==> config.mk <==
export PLATFORM = sky130hd
export DESIGN_NAME = srm_top
export DESIGN_NICKNAME = d
export VERILOG_FILES = /design/src/srm_pkg.sv /design/src/srm_set16.sv /design/src/srm_top.sv
export VERILOG_INCLUDE_DIRS = /design/src
export SDC_FILE = /design/constraint.sdc
export NUM_CORES = 1
export LEC_CHECK = 0
export ABC_AREA = 1
export BUFFER_PORTS_ARGS = -buffer_cell sky130_fd_sc_hd__buf_2
export CAP_MARGIN = 10
export CELL_PAD_IN_SITES_DETAIL_PLACEMENT = 0
export CELL_PAD_IN_SITES_GLOBAL_PLACEMENT = 1
export CORE_UTILIZATION = 38
export DETAILED_ROUTE_END_ITERATION = 6
export PLACE_DENSITY = 0.8
export SLEW_MARGIN = 20
export SYNTH_ARGS = -nofsm -noshare
export SYNTH_HDL_FRONTEND = slang
export SYNTH_SLANG_ARGS = --single-unit
==> constraint.sdc <==
create_clock -name ref_clk_i -period 4.5 [get_ports ref_clk_i]
set_input_delay 0.45 -clock ref_clk_i [delete_from_list [all_inputs] [get_ports ref_clk_i]]
set_output_delay 0.45 -clock ref_clk_i [all_outputs]
set_load 0.03 [all_outputs]
==> src/srm_regs.svh <==
// status register model: offsets, widths, reset values
// assumes inclusion by bare name from the design files
`ifndef SRM_REGS_SVH
`define SRM_REGS_SVH

`define SRM_NSETS       2
`define SRM_W16         16
`define SRM_W8          8
`define SRM_MSB16       15
`define SRM_ENA_RST16   16'h0000
`define SRM_EVT_RST16   16'h0000
`define SRM_ENA_RST8    8'h00
`define SRM_EVT_RST8    8'h00
`define SRM_SEL_STB     3'h0
`define SRM_SEL_SRE     3'h1
`define SRM_SEL_ESR     3'h2
`define SRM_SEL_ESE     3'h3
`define SRM_SEL_COND    3'h4
`define SRM_SEL_EVT     3'h5
`define SRM_SEL_ENA     3'h6
`define SRM_BIT_SUM0    3
`define SRM_BIT_MAV     4
`define SRM_BIT_ESB     5
`define SRM_BIT_RQS     6
`define SRM_BIT_SUM1    7
`define SRM_STB_USED    8'hB8
`define SRM_SRE_MASK    8'hBF

`endif

==> src/srm_pkg.sv <==
// status register model: shared types
// no assumptions beyond the header
`default_nettype none

package srm_pkg;
  typedef enum logic [1:0]
  {
    SRM_IDLE    = 2'b00,
    SRM_PENDING = 2'b01
  } srm_srq_t;
endpackage

`default_nettype wire

==> src/srm_set16.sv <==
// one 16-bit status register set: condition, event, enable, summary
// assumes conditions synchronous to ref_clk_i
`timescale 1ns/100ps
`default_nettype none
`include "srm_regs.svh"

module srm_set16
(
  input  wire logic        ref_clk_i,
  input  wire logic        rst_i,
  input  wire logic [15:0] cond_i,
  input  wire logic        evt_rd_i,
  input  wire logic        clear_i,
  input  wire logic        ena_wr_i,
  input  wire logic [15:0] ena_wdata_i,
  output logic      [15:0] cond_o,
  output logic      [15:0] evt_o,
  output logic      [15:0] ena_o,
  output logic             sum_o
);
  typedef struct packed
  {
    logic [15:0] cond;
    logic [15:0] evt;
    logic [15:0] ena;
  } srm_s16_t;

  srm_s16_t st;
  srm_s16_t next_st;
  logic [15:0] live;

  ////////////////////////////////////////////////////////////////////////
  always_comb
  begin
    live = cond_i & ~(16'h0001 << `SRM_MSB16);
    next_st = st;
    next_st.cond = live;
    if (clear_i || evt_rd_i)
    begin
      next_st.evt = `SRM_EVT_RST16;
    end
    next_st.evt = next_st.evt | (st.evt & ~{16{clear_i | evt_rd_i}})
                  | (live ^ st.cond);
    if (ena_wr_i)
    begin
      next_st.ena = ena_wdata_i & ~(16'h0001 << `SRM_MSB16);
    end
  end

  always_ff @(posedge ref_clk_i or posedge rst_i)
  begin
    if (rst_i)
    begin
      st <= '{cond: 16'h0000, evt: `SRM_EVT_RST16, ena: `SRM_ENA_RST16};
    end
    else
    begin
      st <= next_st;
    end
  end

  assign cond_o = st.cond;
  assign evt_o  = st.evt;
  assign ena_o  = st.ena;
  assign sum_o  = |(st.evt & st.ena);

  evt_sticky_a: assert property (@(posedge ref_clk_i) disable iff (rst_i)
    (st.evt != 16'h0000) && !clear_i && !evt_rd_i
      |=> ((st.evt & $past(st.evt)) == $past(st.evt)))
    else $error("event bit dropped without clear");
  msb_zero_a: assert property (@(posedge ref_clk_i) disable iff (rst_i)
    !st.evt[15] && !st.ena[15] && !st.cond[15])
    else $error("bit 15 not zero");
  change_sets_a: assert property (@(posedge ref_clk_i) disable iff (rst_i)
    ((cond_i[14:0] ^ st.cond[14:0]) != 15'h0000) |=>
      ((st.evt[14:0] & $past(cond_i[14:0] ^ st.cond[14:0]))
        == $past(cond_i[14:0] ^ st.cond[14:0])))
    else $error("condition change not latched");
endmodule

`default_nettype wire

==> src/srm_top.sv <==
// status register model top: status byte, standard event, 16-bit sets
// Operation
// - status byte and standard event are 8 bits; other sets 16 bits
// - bit 15 of each 16-bit register always zero
// - condition bits follow live conditions without latching
// - condition registers are read-only; writes ignored
// - any condition bit change sets its event bit
// - set event bits stay set until cleared
// - reading an event register returns contents then clears it
// - clear-status command clears all event registers together
// - event registers not writable; only condition changes set them, except the standard event register, set by std_evt_set_i
// - summary bit is OR of event bits ANDed with enables
// - enable registers read and write; read returns last write, except request enable bit 6 and 16-bit enable bit 15 read zero
// - service request raised unprompted when enabled summary rises from 0 to 1
// - unassigned status bits always read as zero
// - serial poll clears request-service bit, other bits untouched
// assumes one clock; commands arrive as one-cycle strobes
`timescale 1ns/100ps
`default_nettype none
`include "srm_regs.svh"

module srm_top
(
  input  wire logic        ref_clk_i,
  input  wire logic        rst_i,
  input  wire logic [31:0] cond_i,
  input  wire logic [7:0]  std_evt_set_i,
  input  wire logic        msg_avail_i,
  input  wire logic        rd_i,
  input  wire logic [2:0]  rd_sel_i,
  input  wire logic        rd_set_i,
  input  wire logic        wr_i,
  input  wire logic [2:0]  wr_sel_i,
  input  wire logic        wr_set_i,
  input  wire logic [15:0] wr_data_i,
  input  wire logic        clear_status_i,
  input  wire logic        serial_poll_i,
  output logic      [15:0] rd_data_o,
  output logic             srq_o
);
  typedef struct packed
  {
    logic [7:0]       esr;
    logic [7:0]       ese;
    logic [7:0]       sre;
    logic             rqs;
    srm_pkg::srm_srq_t srq;
    logic             mss_q;
    logic [15:0]      rdata;
  } srm_top_t;

  srm_top_t st;
  srm_top_t next_st;
  logic [1:0]  sum16;
  logic [15:0] cond_v [2];
  logic [15:0] evt_v  [2];
  logic [15:0] ena_v  [2];
  logic [1:0]  evt_rd;
  logic [1:0]  ena_wr;
  logic [7:0]  stb;
  logic        mss;

  ////////////////////////////////////////////////////////////////////////
  // 16-bit register sets
  genvar g;
  generate
    for (g = 0; g < `SRM_NSETS; g++)
    begin : g_set
      assign evt_rd[g] = rd_i && rd_sel_i == `SRM_SEL_EVT && rd_set_i == 1'(g);
      assign ena_wr[g] = wr_i && wr_sel_i == `SRM_SEL_ENA && wr_set_i == 1'(g);
      srm_set16 u_set
      (
        .ref_clk_i   (ref_clk_i),
        .rst_i       (rst_i),
        .cond_i      (cond_i[16*g +: 16]),
        .evt_rd_i    (evt_rd[g]),
        .clear_i     (clear_status_i),
        .ena_wr_i    (ena_wr[g]),
        .ena_wdata_i (wr_data_i),
        .cond_o      (cond_v[g]),
        .evt_o       (evt_v[g]),
        .ena_o       (ena_v[g]),
        .sum_o       (sum16[g])
      );
    end
  endgenerate

  ////////////////////////////////////////////////////////////////////////
  // status byte: condition-like, bit 6 from mss or rqs
  always_comb
  begin
    stb = 8'h00;
    stb[`SRM_BIT_SUM0] = sum16[0];
    stb[`SRM_BIT_MAV]  = msg_avail_i;
    stb[`SRM_BIT_ESB]  = |(st.esr & st.ese);
    stb[`SRM_BIT_SUM1] = sum16[1];
  end
  assign mss = |(stb & st.sre & `SRM_SRE_MASK);

  always_comb
  begin
    next_st = st;
    next_st.mss_q = mss;
    if (clear_status_i || (rd_i && rd_sel_i == `SRM_SEL_ESR))
    begin
      next_st.esr = `SRM_EVT_RST8;
    end
    next_st.esr = next_st.esr | std_evt_set_i;
    if (wr_i && wr_sel_i == `SRM_SEL_ESE)
    begin
      next_st.ese = wr_data_i[7:0];
    end
    if (wr_i && wr_sel_i == `SRM_SEL_SRE)
    begin
      next_st.sre = wr_data_i[7:0] & `SRM_SRE_MASK;
    end
    unique case (st.srq)
      srm_pkg::SRM_IDLE:
      begin
        if (mss && !st.mss_q)
        begin
          next_st.srq = srm_pkg::SRM_PENDING;
          next_st.rqs = 1'b1;
        end
      end
      srm_pkg::SRM_PENDING:
      begin
        if (serial_poll_i)
        begin
          next_st.srq = srm_pkg::SRM_IDLE;
          next_st.rqs = 1'b0;
        end
      end
      default:
      begin
        next_st.srq = srm_pkg::SRM_IDLE;
        next_st.rqs = 1'b0;
      end
    endcase
    if (serial_poll_i)
    begin
      next_st.rdata = {8'h00, stb};
      next_st.rdata[`SRM_BIT_RQS] = st.rqs;
    end
    else if (rd_i)
    begin
      unique case (rd_sel_i)
        `SRM_SEL_STB:  next_st.rdata = {8'h00, stb | {1'b0, mss, 6'h00}};
        `SRM_SEL_SRE:  next_st.rdata = {8'h00, st.sre};
        `SRM_SEL_ESR:  next_st.rdata = {8'h00, st.esr};
        `SRM_SEL_ESE:  next_st.rdata = {8'h00, st.ese};
        `SRM_SEL_COND: next_st.rdata = cond_v[rd_set_i];
        `SRM_SEL_EVT:  next_st.rdata = evt_v[rd_set_i];
        `SRM_SEL_ENA:  next_st.rdata = ena_v[rd_set_i];
        default:       next_st.rdata = 16'h0000;
      endcase
    end
  end

  always_ff @(posedge ref_clk_i or posedge rst_i)
  begin
    if (rst_i)
    begin
      st <= '{esr: `SRM_EVT_RST8, ese: `SRM_ENA_RST8, sre: `SRM_ENA_RST8, rqs: 1'b0,
              srq: srm_pkg::SRM_IDLE, mss_q: 1'b0, rdata: 16'h0000};
    end
    else
    begin
      st <= next_st;
    end
  end

  assign rd_data_o = st.rdata;
  assign srq_o     = st.rqs;

  ////////////////////////////////////////////////////////////////////////
  srq_raise_a: assert property (@(posedge ref_clk_i) disable iff (rst_i)
    st.srq == srm_pkg::SRM_IDLE && mss && !st.mss_q |=> srq_o)
    else $error("service request not raised");
  poll_clear_a: assert property (@(posedge ref_clk_i) disable iff (rst_i)
    serial_poll_i |=> !srq_o)
    else $error("serial poll left request set");
  poll_data_a: assert property (@(posedge ref_clk_i) disable iff (rst_i)
    serial_poll_i |=> rd_data_o[`SRM_BIT_RQS] == $past(st.rqs)
      && rd_data_o[15:8] == 8'h00)
    else $error("serial poll data wrong");
  cls_clear_a: assert property (@(posedge ref_clk_i) disable iff (rst_i)
    clear_status_i && std_evt_set_i == 8'h00 |=> st.esr == 8'h00)
    else $error("clear status left standard events");
  esr_sticky_a: assert property (@(posedge ref_clk_i) disable iff (rst_i)
    !clear_status_i && !(rd_i && rd_sel_i == `SRM_SEL_ESR)
      |=> (st.esr & $past(st.esr)) == $past(st.esr))
    else $error("standard event bit dropped");
  esr_read_a: assert property (@(posedge ref_clk_i) disable iff (rst_i)
    rd_i && !serial_poll_i && rd_sel_i == `SRM_SEL_ESR
      |=> rd_data_o[7:0] == $past(st.esr) && st.esr == $past(std_evt_set_i))
    else $error("standard event read wrong");
  sre_wr_a: assert property (@(posedge ref_clk_i) disable iff (rst_i)
    wr_i && wr_sel_i == `SRM_SEL_SRE |=> st.sre == ($past(wr_data_i[7:0]) & 8'hBF))
    else $error("enable write lost");
  ese_read_a: assert property (@(posedge ref_clk_i) disable iff (rst_i)
    rd_i && !serial_poll_i && rd_sel_i == `SRM_SEL_ESE
      |=> rd_data_o[7:0] == $past(st.ese))
    else $error("enable read wrong");
  byte_width_a: assert property (@(posedge ref_clk_i) disable iff (rst_i)
    rd_i && !serial_poll_i && rd_sel_i < `SRM_SEL_COND |=> rd_data_o[15:8] == 8'h00)
    else $error("byte register upper half nonzero");
  sre_bit6_a: assert property (@(posedge ref_clk_i) disable iff (rst_i)
    !st.sre[`SRM_BIT_RQS])
    else $error("request enable bit 6 set");
  esb_sum_a: assert property (@(posedge ref_clk_i) disable iff (rst_i)
    rd_i && !serial_poll_i && rd_sel_i == `SRM_SEL_STB
      |=> rd_data_o[`SRM_BIT_ESB] == ($past(st.esr & st.ese) != 8'h00))
    else $error("summary bit wrong");
  unused_zero_a: assert property (@(posedge ref_clk_i) disable iff (rst_i)
    $past(rd_i) && !$past(serial_poll_i) && $past(rd_sel_i) == `SRM_SEL_STB
      |-> rd_data_o[2:0] == 3'h0)
    else $error("unused status bits nonzero");
endmodule

`default_nettype wire

=== Word-level counts from Yosys, hierarchy flattened ===
Index checks and enable logic that the tools add are counted.

* Bits in registers: 135
* Input bits: 71
* Output and inout bits: 17
* Word-level logic and storage cells: 87

* Order comparisons: 1
* Equality and inequality tests: 12
* Mux-type cells: 18
* Bitwise gates (word level): 21
* Reductions and logical operators: 22

{| class="wikitable"
|+ Operator list
! operator !! number
|-
| 16-bit 2-to-1 mux || 11
|-
| 16-bit case mux with 7 select lines || 1
|-
| 16-bit bitwise OR || 4
|-
| 16-bit by 15-bit bitwise AND with 16-bit output || 2
|-
| 16-bit bitwise AND || 2
|-
| 16-bit NOT || 2
|-
| 16-bit OR reduction || 2
|-
| 15-bit 2-to-1 mux || 2
|-
| 15-bit XOR || 2
|-
| 8-bit bitwise AND || 2
|-
| 3-bit equality test, second input constant || 4
|-
| 1-bit logical AND || 10
|-
| 3-bit by 2-bit equality test with 1-bit output, second input constant || 3
|-
| 8-bit 2-to-1 mux || 1
|-
| 8-bit by 7-bit bitwise OR with 8-bit output || 1
|-
| 8-bit bitwise OR || 1
|-
| 8-bit OR reduction || 1
|-
| 7-bit OR reduction || 1
|-
| 3-bit by 1-bit equality test with 1-bit output, second input constant || 2
|-
| 3-bit 2-to-1 mux || 2
|-
| 3-bit case mux with 2 select lines || 1
|-
| 2-bit != test, second input constant || 2
|-
| 3-bit logical NOT || 1
|-
| 1-bit logical OR || 3
|-
| 9 further kinds || 11
|}

=== Longest topological paths before layout ===
Gate-level depths: netlist of the first run.

* Depth in word-level cells: 8
* Mapped depth: 11
* Mapped depth without buffers: 10

=== Cells and area by module ===
A second synthesis of the first run with hierarchy kept.

* Cell total of the unflattened synthesis: 782
* Area, all modules: 6690.2 um2

{| class="wikitable"
|+ By module, submodules not included
! module !! times used !! cells an instance !! area each (um2)
|-
| srm_set16 || 2 || 151 || 1869.3
|-
| srm_top || 1 || 480 || 2951.6
|}

=== Worst setup path before layout of the first run ===
No wires, ideal clock.

* Path kind: in2reg
* From: in rd_set_i
* To: reg st (netlist bit rd_data_o[14])
* Setup time: 0.117 ns
* Data arrival time: 1.341 ns
* Required time: 4.383 ns
* Setup slack: 3.042 ns
* Cell stages on the path: 8
* Path through: buf_2 buf_2 buf_2 o21ai_0 a21oi_1 nand2_1 nand2_1 nand2_1

* Word-level cells in the longest chain between the ends: 7
* Elaborated cells on any way between the ends: 13

{| class="wikitable"
|+ Ends and longest elaborated chain
! item !! RTL line !! source
|-
| start, declared || srm_top.sv:31 || <nowiki>input wire logic rd_set_i,</nowiki>
|-
| 1-bit NOT with 2-bit output (implied by the code) * || srm_top.sv:152, srm_top.sv:153, srm_top.sv:154 ||
|-
| 15-bit 2-to-1 mux (implied by the code), or another cell as far along || srm_top.sv:154 || <nowiki>`SRM_SEL_ENA: next_st.rdata = ena_v[rd_set_i];</nowiki>
|-
| 16-bit 2-to-1 mux, on equally long branches (2 in a row) || srm_top.sv:154, srm_top.sv:152, srm_top.sv:153 ||
|-
| 16-bit case mux with 7 select lines * || srm_top.sv:147 || <nowiki>unique case (rd_sel_i)</nowiki>
|-
| 16-bit 2-to-1 mux * || srm_top.sv:145 || <nowiki>else if (rd_i)</nowiki>
|-
| 16-bit 2-to-1 mux * || srm_top.sv:140 || <nowiki>if (serial_poll_i)</nowiki>
|-
| end signal, assigned || srm_top.sv:164 || <nowiki>st <= '{esr: `SRM_EVT_RST8, ese: `SRM_ENA_RST8, sre: `SRM_ENA_RST8, rqs: 1'b0,</nowiki>
|-
| end signal, assigned || srm_top.sv:169 || <nowiki>st <= next_st;</nowiki>
|-
| end, declared || srm_top.sv:52 || <nowiki>srm_top_t st;</nowiki>
|}

Mark *: on every way between the ends. The rest lies on a longest branch, timed or not. The select of a mux whose other input is x is not followed.
A chain may end at the register's enable or synchronous reset.

=== Worst setup path in the final report of the first run ===
* From: in rd_sel_i[0]
* To: reg st (netlist bit rd_data_o[3])

* Word-level cells in the longest chain between the ends: 4
* Elaborated cells on any way between the ends: 10

{| class="wikitable"
|+ Ends and longest elaborated chain
! item !! RTL line !! source
|-
| start, declared || srm_top.sv:30 || <nowiki>input wire logic [2:0] rd_sel_i,</nowiki>
|-
| 3-bit equality test, or another cell as far along || srm_top.sv:147 ||
|-
| 16-bit case mux with 7 select lines * || srm_top.sv:147 ||
|-
| 16-bit 2-to-1 mux * || srm_top.sv:145 ||
|-
| 16-bit 2-to-1 mux * || srm_top.sv:140 ||
|}

Marks and branches as above.

==> results of run 1 <==
-- worst min-delay path by stage --
stage,cells after the start,slack [ns],start,end
after floorplan,2,0.45,rd_data_o[10]$_DFFE_PP0P_,rd_data_o[10]$_DFFE_PP0P_
after global placement,2,0.46,rd_data_o[9]$_DFFE_PP0P_,rd_data_o[9]$_DFFE_PP0P_
after detailed placement,2,0.46,rd_data_o[10]$_DFFE_PP0P_,rd_data_o[10]$_DFFE_PP0P_
after CTS,1,0.14,cond_i[16],g_set[1].u_set.cond_o[0]$_DFF_PP0_
after global routing,1,0.15,cond_i[28],g_set[1].u_set.cond_o[12]$_DFF_PP0_
final,2,0.14,rst_i,g_set[0].u_set.cond_o[0]$_DFF_PP0_
-- stage by stage --
step	std cells	power [mW]	worst slack, ns
detailed placement	1022	1.976	2.242
CTS	1054	3.298	2.683
global route	1054	3.438	2.430
finish	1054	3.271	2.634
global placement	1022	1.967	2.249
floorplan	758	1.818	0.4956
-- state kept, by name, indices dropped and copies added (netlist names) --
signal	count
g_set.u_set.cond_o	30
g_set.u_set.ena_o	30
g_set.u_set.evt_o	32
rd_data_o	16
srq_o	1
st	24
-- kinds of logic (layout without fill, tap and decap cells) --
| kind of cell | count (synthesis) | count (layout) |
|---|---|---|
| simple gates | 327 | 327 |
| compound gates | 148 | 148 |
| flops | 133 | 133 |
| buf+inv | 119 | 199 |
| xor+xnor | 30 | 30 |
| mux | 1 | 1 |
-- layout make-up --
| class | count | area (um^2) | share of cell area [%] |
|---|---|---|---|
| Timing Repair Buffer | 89 | 457.9 | 6.264 |
| Sequential cell | 133 | 3328 | 45.52 |
| Tap cell | 216 | 270.3 | 3.697 |
| Inverter | 78 | 295.3 | 4.039 |
| Clock inverter | 9 | 76.32 | 1.044 |
| Clock buffer | 23 | 488.0 | 6.675 |
| Multi-Input combinational cell | 506 | 2395 | 32.76 |
-- worst register-to-register path, stage by stage (launching register included) --
cell and delay (ns):
dfrtp_1 0.40, nand2_1 0.07, nand2_1 0.05, nor2_1 0.17, nand2_1 0.16, o21ai_0 0.22
nand3_1 0.17, nand2_1 0.09, nand2_1 0.05, nand2_1 0.06, nand2_1 0.05
-- Yosys cell counts --
master / instances / area share, %
xnor2_1: 30 / 4.2
nor3_2: 2 / 0.32
o31ai_1: 1 / 0.12
a21oi_1: 23 / 1.8
nand2_2: 4 / 0.40
a31o_2: 3 / 0.42
clkbuf_1: 10 / 0.60
nand3_1: 10 / 0.80
nor2_1: 27 / 1.6
a21boi_0: 1 / 0.12
dfrtp_1: 133 / 53
buf_6: 3 / 0.54
buf_2: 10 / 0.80
buf_4: 18 / 2.2
mux2_2: 1 / 0.18
o21ai_1: 3 / 0.24
o21ai_2: 2 / 0.28
inv_1: 74 / 4.4
o21bai_1: 5 / 0.60
inv_2: 4 / 0.24
o21ai_0: 95 / 7.6
nand3b_1: 1 / 0.12
a22oi_1: 1 / 0.12
a22o_1: 10 / 1.4
o2111ai_1: 2 / 0.28
o211ai_1: 1 / 0.12
o311ai_0: 1 / 0.14
nand2_1: 280 / 17
nand4_1: 2 / 0.20
nor3_4: 1 / 0.26
-- layer usage --
layer  global-route usage [%]  part of all wire [%]  up-vias
met2                    29.01                    42      108
met1                    29.49                    52     2249
met4                    7.573                   1.5        0
met5                        0                     0        -
met3                    3.664                   4.0       19
li1                         -                     -     2526
-- power groups by stage --
| stage | Combinational (mW) | Clock [mW] | Sequential, mW |
|---|---|---|---|
| final | 0.492 | 1.32 | 1.46 |
| after global routing | 0.572 | 1.38 | 1.48 |
| after CTS | 0.499 | 1.34 | 1.46 |
| after detailed placement | 0.496 | 0 | 1.48 |
| after global placement | 0.490 | 0 | 1.48 |
| after floorplan | 0.359 | 0 | 1.46 |
==> impl_metrics.py, run 1 <==
metrics = {
    "setup_path": {
        "cp_num_cells": 8,
        "crit_start": "rd_sel_i[0]",
        "cp.required_ns": 4.86,
        "r2r-start": "g_set[0].u_set.evt_o[13]$_DFF_PP0_",
        "startpoint_type": "primary input",
        "crit_family": "simple AND/OR/NAND/NOR gates",
        "crit_path_end_kind": "register",
        "r2r_setup_slack_ns": 2.90,
        "rr_endpoint": "rd_data_o[6]$_DFFE_PP0P_",
        "crit_chain": "buf_2 -> nor3_4 -> nand2_1 -> o21ai_0 -> nor2_1 -> o2111ai_1 -> nand2_1 -> nand2_1",
        "arrival_ns": 2.23,
        "endpoint": "rd_data_o[3]$_DFFE_PP0P_",
        "worstSetupPathType": "primary input to register",
        "reg2reg_depth": 10,
        "crit_slowest_cell": "nor3_4",
        "path_buf_inv": 1,
        "crit_top_cell": "nand2_1",
        "path_max_fanout": 22,
        "cpPeakStageDelay_ns": 0.90,
    },
    "power": {
        "peakVddDrop_mv": 0.2798,
        "internal_power_mw": 2.342,
        "total_leakage_power_nw": 3.797,
        "seq_power_share_pct": 44.7,
        "clkPwrFrac_pct": 40.3,
        "combPwrFrac_pct": 15.1,
        "power_switching_mw": 0.9293,
        "p_sw_share_pct": 28.41,
        "power_density_mw_per_mm2": 447.4,
    },
    "timing": {
        "worst_pin_slew_ns": 1.088,
        "timing.hold.ws_ns": 0.1444,
        "setup_viol": 0,
        "rsz0062_at_grt": "false",
        "fin_crit_ns": 1.866,
        "skew_ns": 0.007351,
        "fmax_ghz": 0.5360,
        "slew_viol_final": 0,
        "min_period_over_period_pct": 41.46,
        "tns_ns": 0,
        "maxSlewHeadroom_pct": 27.20,
        "hold_viol": 0,
    },
    "clock_tree": {
        "clk_latency_ns": 0.43,
        "clockBufferDepth": 2,
        "cts_made_buffers": 17,
        "post-cts-setup-buffers": 0,
        "htree_levels": 4,
        "cts_tree": "yes",
        "cts_hold_buf": 0,
        "post_cts_resized": 0,
        "path_clk_slew_ns": 0.06,
        "cts.sinks": 133,
        "root_buffer": "clkbuf_16",
    },
    "route": {
        "drc_errors": 0,
        "vias_per_cell": 4.651,
        "wire_per_inst_um": 14.84,
        "ant_nets": 0,
        "drtIter0Drc": 309,
        "wl_mm": 15.64,
        "num_vias": 4902,
        "drtPass1Iterations": 5,
    },
    "grt": {
        "globalRouteOverflowTotal": 0,
        "antenna_found_initial": 0,
        "grtUsageTotal_pct": 19.94,
        "grt_pass1_wl_mm": 25.18,
        "grt_pass1_vias": 4662,
        "grt_max_degree": 61,
    },
    "synth": {
        "synth_cell_types": 30,
        "synth_warnings": 0,
        "syn_inst": 758,
        "synth_fa_ha_area_share_pct": 0,
        "synth_compound_area_share_pct": 13.26,
        "syn-num-nets": 829,
        "syn_area_mm2": 0.006266,
        "syn-mean-instance-area_um2": 8.267,
        "synth_mux_area_share_pct": 0.1797,
        "ys_ff_latch": 133,
        "synth-xor-area-share_pct": 4.193,
        "synthSimpleGateAreaFrac_pct": 20.49,
        "ys_seq_area_share_pct": 53.12,
        "synth_top_family_by_area": "simple AND/OR/NAND/NOR gates",
    },
    "cells_and_area": {
        "area_growth_pct": 16.67,
        "final_cell_area_mm2": 0.007311,
        "final_core_util_pct": 45.69,
        "layout_commonest_cell": "nand2_1",
        "drive_above_1_share_pct": 16.35,
        "fill_cells": 1659,
        "fin_nets": 896,
        "antenna_cells": 0,
        "final_cell_mix": "nand2_1, dfrtp_1, o21ai_0, buf_2, inv_1",
    },
    "place": {
        "dp_hpwl_mm": 10.90,
        "placed_area_mm2": 0.006746,
        "gp_congestion": 0.8322,
        "io_buffers": 84,
    },
    "worst_hold_path": {
        "hp-class": "primary input to asynchronous set/reset pin",
    },
    "floorplanning": {
        "rows": 46,
        "core_area_mm2": 0.01600,
        "dieArea_mm2": 0.01701,
        "die_width_um": 130.4,
        "fp.dieH_um": 130.4,
        "start_util_pct": 39.16,
        "io_pins": 88,
    },
    "outcome": {
        "status": "complete, no violations",
    },
    "run": {
        "drv_cap": 0,
    },
}
Power figures use the tool's default switching activity.
==> run 2: changes to the inputs <==
- clock period: 4.5 -> 1.72 ns (I/O delays scaled with it)
==> run 2 against run 1 <==
Critical path depth rose by 2. Clock power rose to 2.8 times the previous value. Worst hold slack worse by 0.12 ns. Critical path type is now register to register. Combinational power increased to 2.8 times the previous value. Cell count increased by 4.7%. Largest power group unchanged. Total power grew to 2.7 times the previous value.
==> impl_metrics.py, run 2 (synthesized netlist as in run 1, its figures left out) <==
metrics = {
    "place": {
        "gp_congestion": 0.8341,
        "placed_area_mm2": 0.006879,
        "io_buffers": 84,
        "dp_hpwl_mm": 11.12,
        "place_ws_ns": 0.1818,
    },
    "setup_path": {
        "crit_path_end_kind": "register",
        "cpPeakStageDelay_ns": 0.39,
        "cp.required_ns": 2.02,
        "worstSetupPathType": "register to register",
        "path_max_fanout": 3,
        "crit_family": "simple AND/OR/NAND/NOR gates",
        "path_buf_inv": 0,
        "startpoint_type": "register",
        "arrival_ns": 1.84,
        "crit_slowest_cell": "dfrtp_1",
        "crit_top_cell": "nand2_1",
        "crit_chain": "nand2_1 -> nand2_1 -> nor2_1 -> nand2_1 -> o21ai_0 -> nand3_1 -> nand2_1 -> nand2_1 -> nand2_1 -> nand2_1",
    },
    "power": {
        "peakVddDrop_mv": 0.7368,
        "power_density_mw_per_mm2": 1134,
        "combPwrFrac_pct": 15.5,
        "total_leakage_power_nw": 4.052,
        "seq_power_share_pct": 42.7,
        "total_power_mw": 8.962,
        "power_switching_mw": 2.416,
        "p_sw_share_pct": 26.96,
        "clkPwrFrac_pct": 41.9,
        "internal_power_mw": 6.546,
    },
    "grt": {
        "globalRouteOverflowTotal": 0,
        "grtUsageMet2_pct": 31.48,
        "busiest_layer": "met2",
        "grtUsageTotal_pct": 20.54,
        "antenna_found_initial": 0,
        "met3_usage_pct": 4.235,
        "grt_pass1_vias": 4958,
        "grt_max_degree": 76,
        "grt_pass1_wl_mm": 26.05,
        "met1_usage_pct": 29.30,
    },
    "timing": {
        "skew_ns": 0.01699,
        "final.setup.worst_slack_ns": 0.1881,
        "slew_viol_final": 0,
        "setup_viol": 0,
        "maxSlewHeadroom_pct": 66.21,
        "min_period_over_period_pct": 89.07,
        "hold_viol": 0,
        "fmax_ghz": 0.6528,
        "rsz0062_at_grt": "false",
        "timing.hold.ws_ns": 0.02683,
        "worst_pin_slew_ns": 0.5063,
        "fin_crit_ns": 1.532,
    },
    "floorplanning": {
        "fp.dieH_um": 130.4,
        "die_width_um": 130.4,
        "rows": 46,
        "io_pins": 88,
        "core_area_mm2": 0.01600,
        "dieArea_mm2": 0.01701,
        "start_util_pct": 39.16,
    },
    "route": {
        "drc_errors": 0,
        "drtIter0Drc": 291,
        "ant_nets": 0,
        "wire_per_inst_um": 14.54,
        "drtPass1Iterations": 4,
        "vias_per_cell": 4.615,
        "num_vias": 5095,
        "wl_mm": 16.05,
    },
    "run": {
        "drv_cap": 0,
    },
    "cells_and_area": {
        "antenna_cells": 0,
        "largest_register_ffs": 32,
        "layout_commonest_cell": "nand2_1",
        "fill_cells": 1636,
        "final_cell_area_mm2": 0.007900,
        "drive_above_1_share_pct": 16.67,
        "fin_nets": 946,
        "area_growth_pct": 26.08,
        "final_cell_mix": "nand2_1, dfrtp_1, o21ai_0, buf_2, inv_1",
    },
    "clock_tree": {
        "cts_made_buffers": 17,
        "cts.sinks": 133,
        "post-cts-setup-buffers": 0,
        "clk_latency_ns": 0.43,
        "htree_levels": 4,
        "cts_tree": "yes",
        "path_clk_slew_ns": 0.06,
        "clockBufferDepth": 2,
        "root_buffer": "clkbuf_16",
    },
    "outcome": {
        "status": "complete, no violations",
    },
    "worst_hold_path": {
        "hp-class": "primary input to register",
    },
}
## run 2: layout make-up
| cell class | instances | area, um^2 | share of cell area [%] |
|---|---|---|---|
| Sequential cell | 133 | 3328 | 42.13 |
| Multi-Input combinational cell | 506 | 2389 | 30.23 |
| Timing Repair Buffer | 139 | 996.0 | 12.61 |
| Clock buffer | 23 | 498.0 | 6.303 |
| Inverter | 78 | 296.5 | 3.754 |
| Tap cell | 216 | 270.3 | 3.421 |
| Clock inverter | 9 | 122.6 | 1.552 |
## run 2: repair_timing
action / 4_1_cts / 5_1_grt
resized for setup: 0 / 1
hold buffers: 40 / 0
endpoints found under the setup margin: 0 / 1
hold endpoints to repair: 185 / 0
## run 2: per-layer routing
| metal | vias to the layer above | share of wire, % | wire length, um |
|---|---|---|---|
| met4 | 0 | 0.73 | 117 |
| met5 | - | 0 | 0 |
| li1 | 2619 | - | - |
| met1 | 2357 | 50 | 8003 |
| met3 | 11 | 4.7 | 760 |
| met2 | 108 | 45 | 7172 |
## run 2: power by group through the flow
stage               Combinational, mW  Sequential, mW  Clock (mW)
finish                           1.39            3.82        3.75
detailed placement               1.33            3.87           0
global placement                 1.31            3.86           0
global route                     1.60            3.88        3.96
CTS                              1.40            3.82        3.83
floorplan                       0.940            3.82           0
## run 2: through the flow
stage / std cells / utilization (%) / TNS, ns
after global placement: 1032 / 42.99 / 0
after global routing: 1104 / 49.37 / 0
after CTS: 1104 / 49.37 / 0
after detailed placement: 1032 / 42.99 / 0
final: 1104 / 49.37 / 0
after floorplan: 758 / - / -13.72
## run 2: worst min-delay path: stages
cell	delay [ns]
buf_2	0.10
inv_1	0.05
o21ai_0	0.08
## run 2: path summary, 6_finish.rpt
path,start,to,slack [ns],depth (start not counted)
max in group asynchronous,rst_i,rd_data_o[7]$_DFFE_PP0P_,0.90,4
setup reg to reg,g_set[0].u_set.ena_o[12]$_DFFE_PP0P_,rd_data_o[6]$_DFFE_PP0P_,0.19,10
hold / removal,wr_data_i[12],g_set[1].u_set.ena_o[12]$_DFFE_PP0P_,0.03,3
setup / recovery,g_set[0].u_set.ena_o[12]$_DFFE_PP0P_,rd_data_o[6]$_DFFE_PP0P_,0.19,10
hold reg to reg,rd_data_o[0]$_DFFE_PP0P_,rd_data_o[0]$_DFFE_PP0P_,0.47,2
min in group asynchronous,rst_i,g_set[1].u_set.cond_o[0]$_DFF_PP0_,0.43,4
==> run 3: changes to the inputs <==
- CORE_UTILIZATION: 38 -> 39
- CTS_CLUSTER_SIZE: not set -> 25
- PLACE_DENSITY: 0.8 -> 0.84
- clock period: 1.72 -> 1.3 ns (I/O delays scaled with it)
==> run 3 against run 2 <==
The flow now finishes with violations (negative setup slack). Final area rose by 11%. First-iteration DRC count rose by 41%. Cell count rose by 7.3%. Non-clock buffer count rose by 86. Die area fell by 2.5%. Setup slack got worse by 0.27 ns. Worst hold slack got worse by 0.016 ns. Critical path depth did not move. Total power rose by 43%. Global-route usage rose by 1.9 points. Combinational power rose by 89%. Sequential cell count did not move. Critical path type unchanged. Critical endpoint unchanged. Largest cell class unchanged. Largest power group is now clock.
==> impl_metrics.py, run 3 (synthesized netlist as in run 1, its figures left out) <==
metrics = {
    "worst_hold_path": {
        "hold_depth": 3,
        "hp-class": "primary input to register",
    },
    "grt": {
        "grt_pass1_vias": 5486,
        "globalRouteOverflowTotal": 0,
        "grt_pass1_wl_mm": 28.06,
        "grtUsageTotal_pct": 22.48,
        "grt_max_degree": 92,
        "antenna_found_initial": 0,
    },
    "route": {
        "wl_mm": 16.97,
        "vias_per_cell": 4.635,
        "drc_errors": 0,
        "ant_nets": 0,
        "drtPass1Iterations": 5,
        "wire_per_inst_um": 14.32,
        "drtIter0Drc": 410,
        "num_vias": 5492,
    },
    "setup_path": {
        "cp_num_cells": 10,
        "crit_path_end_kind": "register",
        "path_max_fanout": 3,
        "crit_start": "g_set[0].u_set.evt_o[9]$_DFF_PP0_",
        "crit_top_cell": "nand2_1",
        "path_buf_inv": 0,
        "cp.required_ns": 1.61,
        "crit_family": "simple AND/OR/NAND/NOR gates",
        "reg2reg_depth": 10,
        "rr_endpoint": "rd_data_o[6]$_DFFE_PP0P_",
        "startpoint_type": "register",
        "r2r_setup_slack_ns": -0.08,
        "endpoint": "rd_data_o[6]$_DFFE_PP0P_",
        "worstSetupPathType": "register to register",
        "r2r-start": "g_set[0].u_set.evt_o[9]$_DFF_PP0_",
        "crit_slowest_cell": "dfrtp_1",
        "crit_chain": "nand2_1 -> nand2_1 -> nor2_1 -> nand2_2 -> o21ai_2 -> nand3_2 -> nand2_1 -> nand2_1 -> nand2_1 -> nand2_1",
        "arrival_ns": 1.68,
        "cpPeakStageDelay_ns": 0.39,
    },
    "timing": {
        "fmax_ghz": 0.7260,
        "setup_viol": 4,
        "timing.hold.ws_ns": 0.01093,
        "rsz0062_at_grt": "true",
        "skew_ns": 0.01001,
        "hold_viol": 0,
        "slew_viol_final": 0,
        "final.setup.worst_slack_ns": -0.07735,
        "min_period_over_period_pct": 106.0,
        "fin_crit_ns": 1.377,
        "tns_ns": -0.1561,
        "worst_pin_slew_ns": 0.4906,
        "maxSlewHeadroom_pct": 67.29,
    },
    "power": {
        "power_density_mw_per_mm2": 1461,
        "clkPwrFrac_pct": 40.3,
        "seq_power_share_pct": 39.1,
        "total_leakage_power_nw": 4.525,
        "internal_power_mw": 9.313,
        "combPwrFrac_pct": 20.6,
        "p_sw_share_pct": 27.15,
        "peakVddDrop_mv": 0.8796,
        "power_switching_mw": 3.471,
        "total_power_mw": 12.78,
    },
    "cells_and_area": {
        "fill_cells": 1445,
        "fin_nets": 1032,
        "drive_above_1_share_pct": 26.49,
        "final_core_util_pct": 56.71,
        "layout_commonest_cell": "nand2_1",
        "final_cell_mix": "nand2_1, dfrtp_1, o21ai_0, buf_2, buf_4",
        "largest_register_ffs": 32,
        "area_growth_pct": 39.62,
        "antenna_cells": 0,
    },
    "floorplanning": {
        "start_util_pct": 40.62,
        "die_width_um": 128.8,
        "dieArea_mm2": 0.01658,
        "rows": 45,
        "io_pins": 88,
        "fp.dieH_um": 128.8,
        "core_area_mm2": 0.01543,
    },
    "place": {
        "dp_hpwl_mm": 12.01,
        "io_buffers": 84,
        "place_ws_ns": -0.1563,
        "gp_congestion": 0.8312,
    },
    "clock_tree": {
        "path_clk_slew_ns": 0.06,
        "cts_made_buffers": 17,
        "clk_latency_ns": 0.42,
        "clockBufferDepth": 2,
        "htree_levels": 4,
        "root_buffer": "clkbuf_16",
        "cts.sinks": 133,
        "cts_tree": "yes",
    },
    "outcome": {
        "status": "finished with violations",
        "violations": "negative setup slack",
    },
    "run": {
        "drv_cap": 0,
    },
}
run 3: cell types whose count changed in the layout (fill, tap and decap cells not counted), sizes merged:
cell         delta
bufinv          +1
buf            +83
clkinv          -1
dlygate4sd3     +3
run 3: repair_timing:
action | 4_1_cts | 5_1_grt
pin swaps | 14 | 14
resized for setup | 15 | 31
setup buffers | 1 | 2
endpoints found under the setup margin | 8 | 9
hold buffers | 43 | 0
hold endpoints to repair | 205 | 0
cloned | 0 | 0
run 3: worst reg2reg max path: stages, from the launching register on:
cell,delay [ns]
dfrtp_1,0.39
nand2_1,0.08
nand2_1,0.05
nor2_1,0.12
nand2_2,0.10
o21ai_2,0.16
nand3_2,0.14
nand2_1,0.08
nand2_1,0.04
nand2_1,0.05
nand2_1,0.04
run 3: how the worst min path moves through the flow:
stage	from	endpoint	slack [ns]
floorplan	cond_i[0]	g_set[0].u_set.cond_o[0]$_DFF_PP0_	0.16
global placement	rst_i	g_set[1].u_set.cond_o[0]$_DFF_PP0_	0.24
detailed placement	rst_i	g_set[1].u_set.cond_o[0]$_DFF_PP0_	0.24
CTS	wr_data_i[8]	g_set[0].u_set.ena_o[8]$_DFFE_PP0P_	0.006
global route	wr_data_i[10]	g_set[1].u_set.ena_o[10]$_DFFE_PP0P_	0.01
finish	wr_data_i[13]	g_set[0].u_set.ena_o[13]$_DFFE_PP0P_	0.01
run 3: metrics by stage:
stage / std cells / instance area (um^2)
CTS: 1183 / 8633
global route: 1185 / 8748
global placement: 1107 / 7536
detailed placement: 1107 / 7536
finish: 1185 / 8748
floorplan: 758 / 6270
run 3: power groups by stage:
stage | sequential [mW] | combinational [mW] | clock, mW
2_1_floorplan | 5.05 | 1.24 | 0
3_3_place_gp | 5.02 | 2.31 | 0
3_5_place_dp | 5.04 | 2.33 | 0
4_1_cts | 4.98 | 2.49 | 5.24
5_1_grt | 5.07 | 2.95 | 5.44
6_report | 5.00 | 2.63 | 5.16
run 3: area by class of cell:
type | count | area (um^2) | share of cell area (%)
flip-flops and latches | 133 | 3328 | 38.04
multi-input cells | 506 | 2486 | 28.42
repair buffers | 225 | 1738 | 19.87
clock buffers | 23 | 488.0 | 5.578
inverters | 78 | 296.5 | 3.390
well taps | 211 | 264.0 | 3.018
clock inverters | 9 | 147.6 | 1.688
run 3: metal layers:
metal	global-route usage (%)	vias up	part of all wire, %	wire (um)
met2	32.78	145	43	7325
met1	32.66	2526	49	8371
met3	5.031	22	5.7	966
met4	8.166	0	1.8	306
met5	0	-	0	0
li1	-	2799	-	-
